## config.mk

```make
export PLATFORM = sky130hd
export DESIGN_NAME = watch_match_unit
export DESIGN_NICKNAME = d
export VERILOG_FILES = /design/src/logic/watch_pkg.sv /design/src/logic/watch_compare.sv /design/src/logic/watch_match_unit.sv
export SDC_FILE = /design/constraint.sdc
export NUM_CORES = 1
export LEC_CHECK = 0
export BUFFER_PORTS_ARGS = -buffer_cell sky130_fd_sc_hd__buf_2
export CORE_MARGIN = 2
export CORE_UTILIZATION = 36
export CTS_CLUSTER_DIAMETER = 150
export DETAILED_ROUTE_END_ITERATION = 8
export HOLD_SLACK_MARGIN = 0.12
export PLACE_DENSITY = 0.76
export SKIP_LAST_GASP = 1
export SLEW_MARGIN = 20
export SYNTH_ARGS = -nofsm -noshare
export SYNTH_HDL_FRONTEND = slang
export SYNTH_SLANG_ARGS = --single-unit
```

## constraint.sdc

```tcl
create_clock -name CLOCK -period 2 [get_ports CLOCK]
set_input_delay 0.6 -clock CLOCK [delete_from_list [all_inputs] [get_ports CLOCK]]
set_output_delay 0.6 -clock CLOCK [all_outputs]
set_load 0.02 [all_outputs]
```

## src/logic/watch_pkg.sv

```systemverilog
// Notes on behaviour
// RULE1 - Exception only when both level flags clear
// RULE2 - Match under level flags sets pending, defers
// RULE3 - Global flag bit 30 ignores identifier
// RULE4 - Else identifier 23:16 must equal context
// RULE5 - Mask bits 11:3 exclude address bits
// RULE6 - Reserved qualifier bits read zero
// RULE7 - Without translation buffer, global and identifier zero
// RULE8 - Global, identifier, mask read/write, reset undefined; here reset clears them to zero (QUAL_RESET)
// RULE9 - Address bits 31:3 compared with reference
// RULE10 - Fetch, load, store enables cleared on reset
// RULE11 - Match needs enable, address and identifier
package watch_pkg;
  localparam int ADDR_HI = 31;
  localparam int ADDR_LO = 3;
  localparam int EN_FETCH = 2;
  localparam int EN_LOAD = 1;
  localparam int EN_STORE = 0;
  localparam int GLOBAL_BIT = 30;
  localparam int ID_HI = 23;
  localparam int ID_LO = 16;
  localparam int MASK_HI = 11;
  localparam int MASK_LO = 3;
  localparam int CTX_ID_HI = 7;
  localparam int CTX_ID_LO = 0;
  localparam logic [2:0] EN_RESET = 3'h0;
  localparam logic [31:0] QUAL_RESET = 32'h00000000;
  localparam logic [31:0] QUAL_RW_MASK = 32'h40ff0ff8;
  localparam logic [31:0] QUAL_NOTLB_MASK = 32'h00000ff8;
endpackage

```

## src/logic/watch_compare.sv

```systemverilog
`timescale 1ns/100ps
`default_nettype none
module watch_compare
  import watch_pkg::*;
(
  input wire logic [31:0] ref_addr,
  input wire logic [31:0] watch_addr,
  input wire logic [31:0] qual,
  input wire logic [7:0] ctx_id,
  output logic hit
);
  logic [ADDR_HI:ADDR_LO] diff;
  logic [ADDR_HI:ADDR_LO] care;
  genvar i;
  generate
    for (i = ADDR_LO; i <= ADDR_HI; i++) begin : g_bit
      // Mask covers only low bits; upper bits always compared
      if (i <= MASK_HI) begin : g_m
        assign care[i] = ~qual[i]; // RULE5
      end else begin : g_n
        assign care[i] = 1'b1;
      end
      assign diff[i] = (ref_addr[i] ^ watch_addr[i]) & care[i]; // RULE9
    end
  endgenerate
  // RULE3 RULE4
  assign hit = (diff == '0) && (qual[GLOBAL_BIT] || (qual[ID_HI:ID_LO] == ctx_id));
endmodule // watch_compare
`default_nettype wire

```

## src/logic/watch_match_unit.sv

```systemverilog
`timescale 1ns/100ps
`default_nettype none
module watch_match_unit
  import watch_pkg::*;
#(
  parameter bit HAS_TLB = 1'b1
) (
  input wire logic CLOCK,
  input wire logic RST_N,
  input wire logic CE,
  input wire logic ADDR_WR,
  input wire logic QUAL_WR,
  input wire logic [31:0] WR_DATA,
  input wire logic [31:0] CONTEXT_REG,
  input wire logic EXC_LEVEL,
  input wire logic ERR_LEVEL,
  input wire logic FETCH_VALID,
  input wire logic [31:0] FETCH_ADDR,
  input wire logic LOAD_VALID,
  input wire logic STORE_VALID,
  input wire logic [31:0] DATA_ADDR,
  input wire logic PENDING_CLR,
  output logic [31:0] ADDR_RD,
  output logic [31:0] QUAL_RD,
  output logic WATCH_EXC,
  output logic WATCH_PENDING
);
  typedef struct packed {
    logic [31:0] addr;
    logic [31:0] qual;
    logic exc;
    logic pend;
  } state_s;
  state_s st_r;
  state_s st_nxt;
  logic fetch_hit;
  logic data_hit;
  logic fetch_match;
  logic load_match;
  logic store_match;
  logic any_match;
  logic pend_live;
  logic take_now;
  logic defer_now;
  logic levels_clear;
  logic [31:0] qual_mask;

  // Without translation the global and identifier bits can never be set
  assign qual_mask = HAS_TLB ? QUAL_RW_MASK : QUAL_NOTLB_MASK; // RULE7
  assign levels_clear = !EXC_LEVEL && !ERR_LEVEL; // RULE1

  watch_compare u_fetch (
    .ref_addr(FETCH_ADDR),
    .watch_addr(st_r.addr),
    .qual(st_r.qual),
    .ctx_id(CONTEXT_REG[CTX_ID_HI:CTX_ID_LO]),
    .hit(fetch_hit)
  );
  watch_compare u_data (
    .ref_addr(DATA_ADDR),
    .watch_addr(st_r.addr),
    .qual(st_r.qual),
    .ctx_id(CONTEXT_REG[CTX_ID_HI:CTX_ID_LO]),
    .hit(data_hit)
  );

  // Fetch and data paths compare in parallel, so both count in one cycle
  assign fetch_match = FETCH_VALID && st_r.addr[EN_FETCH] && fetch_hit; // RULE10
  assign load_match = LOAD_VALID && st_r.addr[EN_LOAD] && data_hit; // RULE10
  assign store_match = STORE_VALID && st_r.addr[EN_STORE] && data_hit; // RULE10
  assign any_match = fetch_match || load_match || store_match; // RULE11
  // A clear drops an old deferral; a new match in the same cycle still wins
  assign pend_live = st_r.pend && !PENDING_CLR; // RULE2
  assign take_now = (any_match || pend_live) && levels_clear; // RULE1
  assign defer_now = (any_match || pend_live) && !levels_clear; // RULE2

  always_comb begin
    st_nxt = st_r;
    st_nxt.exc = 1'b0;
    if (ADDR_WR) begin
      st_nxt.addr = WR_DATA; // RULE9
    end
    if (QUAL_WR) begin
      st_nxt.qual = WR_DATA & qual_mask; // RULE6 RULE7 RULE8
    end
    if (PENDING_CLR) begin
      st_nxt.pend = 1'b0;
    end
    if (take_now) begin
      st_nxt.exc = 1'b1; // RULE1
      st_nxt.pend = 1'b0;
    end
    if (defer_now) begin
      st_nxt.pend = 1'b1; // RULE2
    end
  end

  always_ff @(posedge CLOCK) begin
    if (!RST_N) begin
      // Address bits keep their value; qualifier cleared for a known readback
      st_r.addr[2:0] <= EN_RESET; // RULE10
      st_r.qual <= QUAL_RESET;
      st_r.exc <= 1'b0;
      st_r.pend <= 1'b0;
    end else if (CE) begin
      st_r <= st_nxt;
    end
  end

  assign ADDR_RD = st_r.addr;
  // Qualifier is stored already masked, so readback needs no gating
  assign QUAL_RD = st_r.qual; // RULE6
  assign WATCH_EXC = st_r.exc;
  assign WATCH_PENDING = st_r.pend;

  pend_defer_a: assert property (@(posedge CLOCK) disable iff (!RST_N) // RULE2
    CE && any_match && !levels_clear
    |=> WATCH_PENDING && !WATCH_EXC)
    else $error("match under level flags not deferred");

  exc_levels_a: assert property (@(posedge CLOCK) disable iff (!RST_N) // RULE1
    CE && (any_match || pend_live) && levels_clear
    |=> WATCH_EXC)
    else $error("watch exception not raised");

  qual_resv_a: assert property (@(posedge CLOCK) disable iff (!RST_N) // RULE6
    (QUAL_RD & ~qual_mask)
    == '0)
    else $error("reserved qualifier bits nonzero");

  en_reset_a: assert property (@(posedge CLOCK) // RULE10
    !RST_N
    |=> ADDR_RD[2:0] == EN_RESET && !WATCH_EXC && !WATCH_PENDING)
    else $error("enables or flags not cleared by reset");

  exc_cause_a: assert property (@(posedge CLOCK) disable iff (!RST_N) // RULE11
    CE && !any_match && !pend_live
    |=> !WATCH_EXC)
    else $error("watch exception without a match");

  exc_blocked_a: assert property (@(posedge CLOCK) disable iff (!RST_N) // RULE1
    CE && !levels_clear
    |=> !WATCH_EXC)
    else $error("watch exception under level flags");

  pend_clear_a: assert property (@(posedge CLOCK) disable iff (!RST_N) // RULE2
    CE && PENDING_CLR && !any_match
    |=> !WATCH_PENDING)
    else $error("pending flag not cleared");

  pend_hold_a: assert property (@(posedge CLOCK) disable iff (!RST_N) // RULE2
    CE && WATCH_PENDING && !levels_clear && !PENDING_CLR
    |=> WATCH_PENDING)
    else $error("pending flag dropped under level flags");

  pend_taken_a: assert property (@(posedge CLOCK) disable iff (!RST_N) // RULE2
    CE && WATCH_PENDING && levels_clear && !PENDING_CLR
    |=> WATCH_EXC && !WATCH_PENDING)
    else $error("deferred watch exception not taken");

  exc_pend_excl_a: assert property (@(posedge CLOCK) disable iff (!RST_N) // RULE2
    WATCH_EXC
    |-> !WATCH_PENDING)
    else $error("exception and pending flag set together");

  state_freeze_a: assert property (@(posedge CLOCK) disable iff (!RST_N) // RULE10
    !CE
    |=> $stable(QUAL_RD) && $stable(ADDR_RD[2:0])
      && $stable(WATCH_EXC) && $stable(WATCH_PENDING))
    else $error("state changed while clock enable low");

  qual_write_a: assert property (@(posedge CLOCK) disable iff (!RST_N) // RULE8
    CE && QUAL_WR
    |=> QUAL_RD == ($past(WR_DATA) & qual_mask))
    else $error("qualifier write not stored");

  addr_write_a: assert property (@(posedge CLOCK) disable iff (!RST_N) // RULE9
    CE && ADDR_WR
    |=> ADDR_RD == $past(WR_DATA))
    else $error("address write not stored");

  qual_hold_a: assert property (@(posedge CLOCK) disable iff (!RST_N) // RULE8
    CE && !QUAL_WR
    |=> $stable(QUAL_RD))
    else $error("qualifier changed without a write");

  addr_hold_a: assert property (@(posedge CLOCK) disable iff (!RST_N) // RULE10
    CE && !ADDR_WR
    |=> $stable(ADDR_RD[2:0]))
    else $error("reference enables changed without a write");

  global_match_a: assert property (@(posedge CLOCK) disable iff (!RST_N) // RULE3
    CE && FETCH_VALID && ADDR_RD[EN_FETCH] && QUAL_RD[GLOBAL_BIT] && levels_clear
      && FETCH_ADDR[ADDR_HI:ADDR_LO] == ADDR_RD[ADDR_HI:ADDR_LO]
    |=> WATCH_EXC)
    else $error("global watch match not raised");

  ident_block_a: assert property (@(posedge CLOCK) disable iff (!RST_N) // RULE4
    FETCH_VALID && !QUAL_RD[GLOBAL_BIT]
      && QUAL_RD[ID_HI:ID_LO] != CONTEXT_REG[CTX_ID_HI:CTX_ID_LO]
    |-> !fetch_hit)
    else $error("match despite identifier mismatch");

  mask_upper_a: assert property (@(posedge CLOCK) disable iff (!RST_N) // RULE5
    FETCH_ADDR[ADDR_HI:MASK_HI + 1] != ADDR_RD[ADDR_HI:MASK_HI + 1]
    |-> !fetch_hit)
    else $error("address bits above the mask ignored");

  data_en_a: assert property (@(posedge CLOCK) disable iff (!RST_N) // RULE10
    CE && !FETCH_VALID && !ADDR_RD[EN_LOAD] && !ADDR_RD[EN_STORE] && !pend_live
    |=> !WATCH_EXC)
    else $error("data reference matched while disabled");

  c_exc: cover property (@(posedge CLOCK) disable iff (!RST_N)
    WATCH_EXC);
  c_pend: cover property (@(posedge CLOCK) disable iff (!RST_N)
    WATCH_PENDING ##1 WATCH_EXC);
  c_fetch: cover property (@(posedge CLOCK) disable iff (!RST_N)
    FETCH_VALID && fetch_hit);
  c_data: cover property (@(posedge CLOCK) disable iff (!RST_N)
    (LOAD_VALID || STORE_VALID) && data_hit);
  c_clear: cover property (@(posedge CLOCK) disable iff (!RST_N)
    WATCH_PENDING && PENDING_CLR ##1 !WATCH_PENDING);
endmodule // watch_match_unit
`default_nettype wire

```

Word level (Yosys, flattened, before mapping)
Cells that the tools add are included.
{"block": "word_totals", "in_bits": 139, "wordCells": 121, "register_bits": 52}
{"block": "op_classes", "mux": 3, "eq_ne": 1, "bitwise": 85, "n_reduce_logical": 27}
{"operator": "29-bit zero test", "count": 2}
{"operator": "1-bit bitwise XOR", "count": 58}
{"operator": "1-bit bitwise AND", "count": 18}
{"operator": "1-bit logical AND", "count": 12}
{"operator": "1-bit NOT", "count": 9}
{"operator": "8-bit == test", "count": 1}
{"operator": "2-bit AND reduction", "count": 3}
{"operator": "1-bit zero test", "count": 4}
{"operator": "1-bit logical OR", "count": 4}
{"operator": "3-bit AND reduction", "count": 1}
{"operator": "3-bit nonzero test", "count": 1}
{"operator": "1-bit 2-to-1 mux", "count": 2}
{"operator": "2-bit 2-to-1 mux", "count": 1}

Longest topological paths before layout
{"block": "depth", "ltp_word": 11, "depth_mapped": 6, "mapped_depth_nobuf": 6}

Modules after synthesis
From an unflattened synthesis, not the netlist that was laid out.
{"block": "hier_totals", "hier_cells": 256, "hier_area_um2": 2813.9}
{"mod": "watch_match_unit", "n_inst": 1, "area_each_um2": 1950.6, "seq_area_each_um2": 1331.3, "cells_each": 150}
{"mod": "watch_compare", "n_inst": 2, "area_each_um2": 431.7, "seq_area_each_um2": 0.0, "cells_each": 53}

Worst setup path before layout
OpenSTA, ideal clock, no wires.
{"block": "synth_timing", "path_kind": "input port to flip-flop", "start": "input CE", "end": "register st_r (netlist bit ADDR_RD[10]), enable pin", "path_slack_ns": -0.052, "n_path_buf": 1, "cell_stages": 2, "arrival_time_ns": 1.663, "required_time_ns": 1.611, "path_cell_list": "clkbuf_1 > and3_1"}
{"block": "synth_between", "elab_chain_cells": 1}
{"item": "from (decl)", "line_no": "watch_match_unit.sv:10", "source": "input wire logic CE,"}
{"item": "3-bit AND reduction (no source line)"}
{"item": "to (signal assigned)", "line_no": "watch_match_unit.sv:106", "source": "st_r <= st_nxt;"}
{"item": "to (decl)", "line_no": "watch_match_unit.sv:34", "source": "state_s st_r;"}
Every way passes these cells.
A chain may end at the register's enable or synchronous reset.

Worst setup path in the final report
{"block": "layout_timing", "start": "register st_r (netlist bit ADDR_RD[8])", "end": "register st_r (netlist bit WATCH_PENDING)"}
{"block": "layout_between", "elab_chain_cells": 11, "elab_cells_between_ends": 20}
{"item": "1-bit bitwise XOR", "line_no": "watch_compare.sv:23", "source": "assign diff[i] = (ref_addr[i] ^ watch_addr[i]) & care[i];"}
{"item": "1-bit bitwise AND", "line_no": "watch_compare.sv:23"}
{"item": "29-bit zero test", "line_no": "watch_compare.sv:27", "source": "assign hit = (diff == '0) && (qual[GLOBAL_BIT] || (qual[ID_HI:ID_LO] == ctx_id));"}
{"item": "1-bit logical AND", "line_no": "watch_compare.sv:27"}
{"item": "1-bit logical AND, on equally long branches", "line_no": "watch_match_unit.sv:68, watch_match_unit.sv:69"}
{"item": "1-bit logical OR", "line_no": "watch_match_unit.sv:71", "source": "assign any_match = fetch_match || load_match || store_match;"}
{"item": "1-bit logical OR (*)", "line_no": "watch_match_unit.sv:71"}
{"item": "1-bit logical OR (*)", "line_no": "watch_match_unit.sv:74, watch_match_unit.sv:75"}
{"item": "1-bit logical AND, on equally long branches", "line_no": "watch_match_unit.sv:74, watch_match_unit.sv:75"}
{"item": "3-bit nonzero test (no source line) / 2-bit 2-to-1 mux (equally long branches)"}
{"item": "2-bit AND reduction (no source line) / 1-bit 2-to-1 mux (equally long branches)"}
Every way passes the cells marked *; elsewhere a longest branch is shown, timed or not.

==> results.py <==
metrics = {
    "status": {
        "status": "finished clean",
    },
    "yosys": {
        "synth_xor_area_share_pct": 21.9,
        "netlist_instances": 248,
        "synthSimpleGateAreaFrac_pct": 11.7,
        "ys_types": 26,
        "ys_ff_latch": 52,
        "ys_warn_count": 0,
        "synth_area_um2": 2640,
        "synth_compound_area_share_pct": 10.8,
        "synth_adder_area_share_pct": 0,
        "synth_top_family_by_area": "XOR/XNOR gates",
        "synth-seq-area-share_pct": 50.4,
        "postSynthAreaPerCell_um2": 10.7,
        "synth_mux_area_share_pct": 0,
    },
    "drt": {
        "drt_pre_antenna_iters": 4,
        "viasPerCell": 4.47,
        "wl_mm": 7.29,
        "drtIter0Drc": 71,
        "post-route-drc-count": 0,
        "wire_per_inst_um": 14.1,
        "antenna_left": 0,
        "vias": 2313,
    },
    "critical_path": {
        "cp.arrival_ns": 2.10,
        "cp_max_fo": 3,
        "r2r_slack_ns": 0.15,
        "critPathSlowestCell": "edfxtp_1",
        "startpoint_type": "flip-flop",
        "cp-end-kind": "flip-flop",
        "max_stage_delay_ns": 0.45,
        "path_class": "reg -> reg",
        "cp.required_ns": 2.25,
        "worstPathCellList": "xnor2_1 > o22ai_1 > nor4_2 > nand4_1 > a211oi_2 > a32o_1",
    },
    "cts": {
        "clk_latency_ns": 0.30,
        "clkSlewWorstSetupHoldPaths_ns": 0.09,
        "cts_made_buffers": 5,
        "cts_sinks": 52,
        "root_buffer": "clkbuf_8",
        "tritoncts": "done",
        "cts_hold_buf": 0,
        "cts_buffer_depth": 2,
        "h-tree-depth": 2,
    },
    "power_and_ir_drop": {
        "combinationalPowerShare_pct": 20.7,
        "p_per_area_nw_per_um2": 624,
        "p_int_uw": 1650,
        "ir_drop_v": 0.000317,
        "swShare_pct": 27.9,
        "leakage_uw": 0.00157,
        "p_seq_share_pct": 53.7,
        "netSwitchingPower_uw": 638,
        "p_clk_share_pct": 25.5,
    },
    "cells_and_area": {
        "final_common_cell": "buf_2",
        "layout_common_cells": "buf_2, xnor2_1, nand2_1, edfxtp_1, dfxtp_1",
        "drive_gt1_share_pct": 43.1,
        "final_util_pct": 51.1,
        "final.fill_count": 672,
        "syn2layout_area_growth_pct": 38.8,
        "nets": 556,
    },
    "timing": {
        "worst_slew_pin_slew_ns": 0.627,
        "setup_slack_ns": 0.150,
        "relSlewSlack_pct": 58.1,
        "layout_min_cycle_time_ns": 1.85,
        "fin_skew_ns": 0.00646,
        "timing.final.crit_share_pct": 92.5,
        "finalHoldViolations": 0,
        "fmaxAchievable_ghz": 0.541,
        "setup_viol": 0,
        "final_max_slew_viol_count": 0,
        "rsz0062_at_grt": "false",
    },
    "floorplanning": {
        "coreArea_um2": 7180,
        "rows": 31,
        "dieArea_um2": 8040,
        "fp.dieH_um": 89.7,
        "start_util_pct": 36.8,
        "die_width_um": 89.7,
        "io_pins": 205,
    },
    "grt": {
        "first_global_vias": 2073,
        "antenna_found_initial": 1,
        "grt_max_degree": 30,
        "grt_use_total_pct": 16.8,
        "grt_pass1_wl_mm": 10.0,
        "grt-ovfl-total": 0,
    },
    "placed_design": {
        "hpwl_mm": 5.96,
        "place_congestion": 0.830,
        "io_buffers": 160,
        "dpl_worst_slack_ns": -0.131,
    },
    "job": {
        "drv_cap": 0,
    },
    "hold_path": {
        "min_path_type": "in -> reg",
    },
}
per-layer routing:
layer  vias to the layer above  wire length (um)  track usage, %
met5                         -                 0               0
met4                         0                21            3.66
met3                         2               524            3.75
met2                       101              3710            30.4
met1                      1036              3040            20.3
li1                       1174                 -               -
synth_stat cells (all sizes together):
cell type / n / area share, %
xor2: 10 / 3.3
edfxtp: 29 / 33
a21boi: 21 / 6.0
and2: 1 / 0.24
a22oi: 1 / 0.47
a211oi: 1 / 0.47
and3: 1 / 0.24
buf: 14 / 4.0
dfxtp: 23 / 17
clkbuf: 6 / 0.85
nand4: 9 / 2.1
o22ai: 9 / 2.1
o211ai: 1 / 0.28
xnor2: 56 / 19
o21ai: 1 / 0.19
nand2: 42 / 6.0
conb: 1 / 0.14
inv: 2 / 0.28
nor2: 4 / 0.57
o2111ai: 1 / 0.33
nor4: 6 / 1.4
a21oi: 1 / 0.19
a32o: 1 / 0.38
a22o: 1 / 0.33
nand3: 6 / 1.1
worst max-delay path, delay by kind of cell (launching register included):
kind | cells | cell delay, ns
flops | 1 | 0.45
simple gates | 2 | 0.54
xor+xnor | 1 | 0.22
compound gates | 3 | 0.59
path summary, 6_finish.rpt:
check | from | end | cells after the start
worst max-delay path | ADDR_RD[8]$_DFFE_PP_ | WATCH_PENDING$_SDFFE_PN0P_ | 6
worst min-delay path | WR_DATA[24] | ADDR_RD[24]$_DFFE_PP_ | 1
worst max register to register | ADDR_RD[8]$_DFFE_PP_ | WATCH_PENDING$_SDFFE_PN0P_ | 6
worst min register to register | QUAL_RD[30]$_SDFFE_PN0P_ | QUAL_RD[30]$_SDFFE_PN0P_ | 2
flip-flops by register name, summed over array words and instances (netlist names):
name / cells
ADDR_RD: 32
QUAL_RD: 18
WATCH_EXC: 1
WATCH_PENDING: 1
layout make-up:
cell class	instances	area [um^2]	area share (%)
sequential	52	1330	36.3
multi-input combinational	187	1240	33.8
timing repair buffer	169	881	24.0
tap	99	124	3.38
clock buffer	6	72.6	1.98
clock inverter	2	10.0	0.273
inverter	2	7.51	0.205
antenna	1	2.50	0.0683
kinds of logic after synthesis:
logic type / Yosys count
simple gates: 69
flops: 52
compound gates: 38
buf+inv: 22
other cells: 1
xor+xnor: 66
through the flow:
stage / hold slack, ns / instance area [um^2] / cells / total power (uW) / setup TNS (ns)
6_report: 0.476 / 3670 / 518 / 2290 / 0
5_1_grt: 0.461 / 3660 / 517 / 2400 / 0
4_1_cts: 0.464 / 3640 / 515 / 2300 / 0
3_5_place_dp: 0.463 / 3550 / 507 / 1730 / -0.258
3_3_place_gp: 0.452 / 3550 / 507 / 1720 / -0.213
2_1_floorplan: 0.545 / 2690 / 261 / 1520 / 0
what timing repair did:
| item | in CTS | in global routing |
|---|---|---|
| setup buffers | 0 | 2 |
| setup endpoints to repair | 0 | 2 |
| gates resized for setup | 0 | 2 |
power groups by stage:
| stage | Sequential, uW | Combinational, uW | Clock, uW |
|---|---|---|---|
| 6_report | 1230 | 474 | 583 |
| 4_1_cts | 1230 | 473 | 600 |
| 3_3_place_gp | 1250 | 465 | 0 |
| 2_1_floorplan | 1300 | 218 | 0 |
| 5_1_grt | 1240 | 520 | 642 |
| 3_5_place_dp | 1260 | 471 | 0 |
No activity file was read; power rests on OpenSTA's default activity.
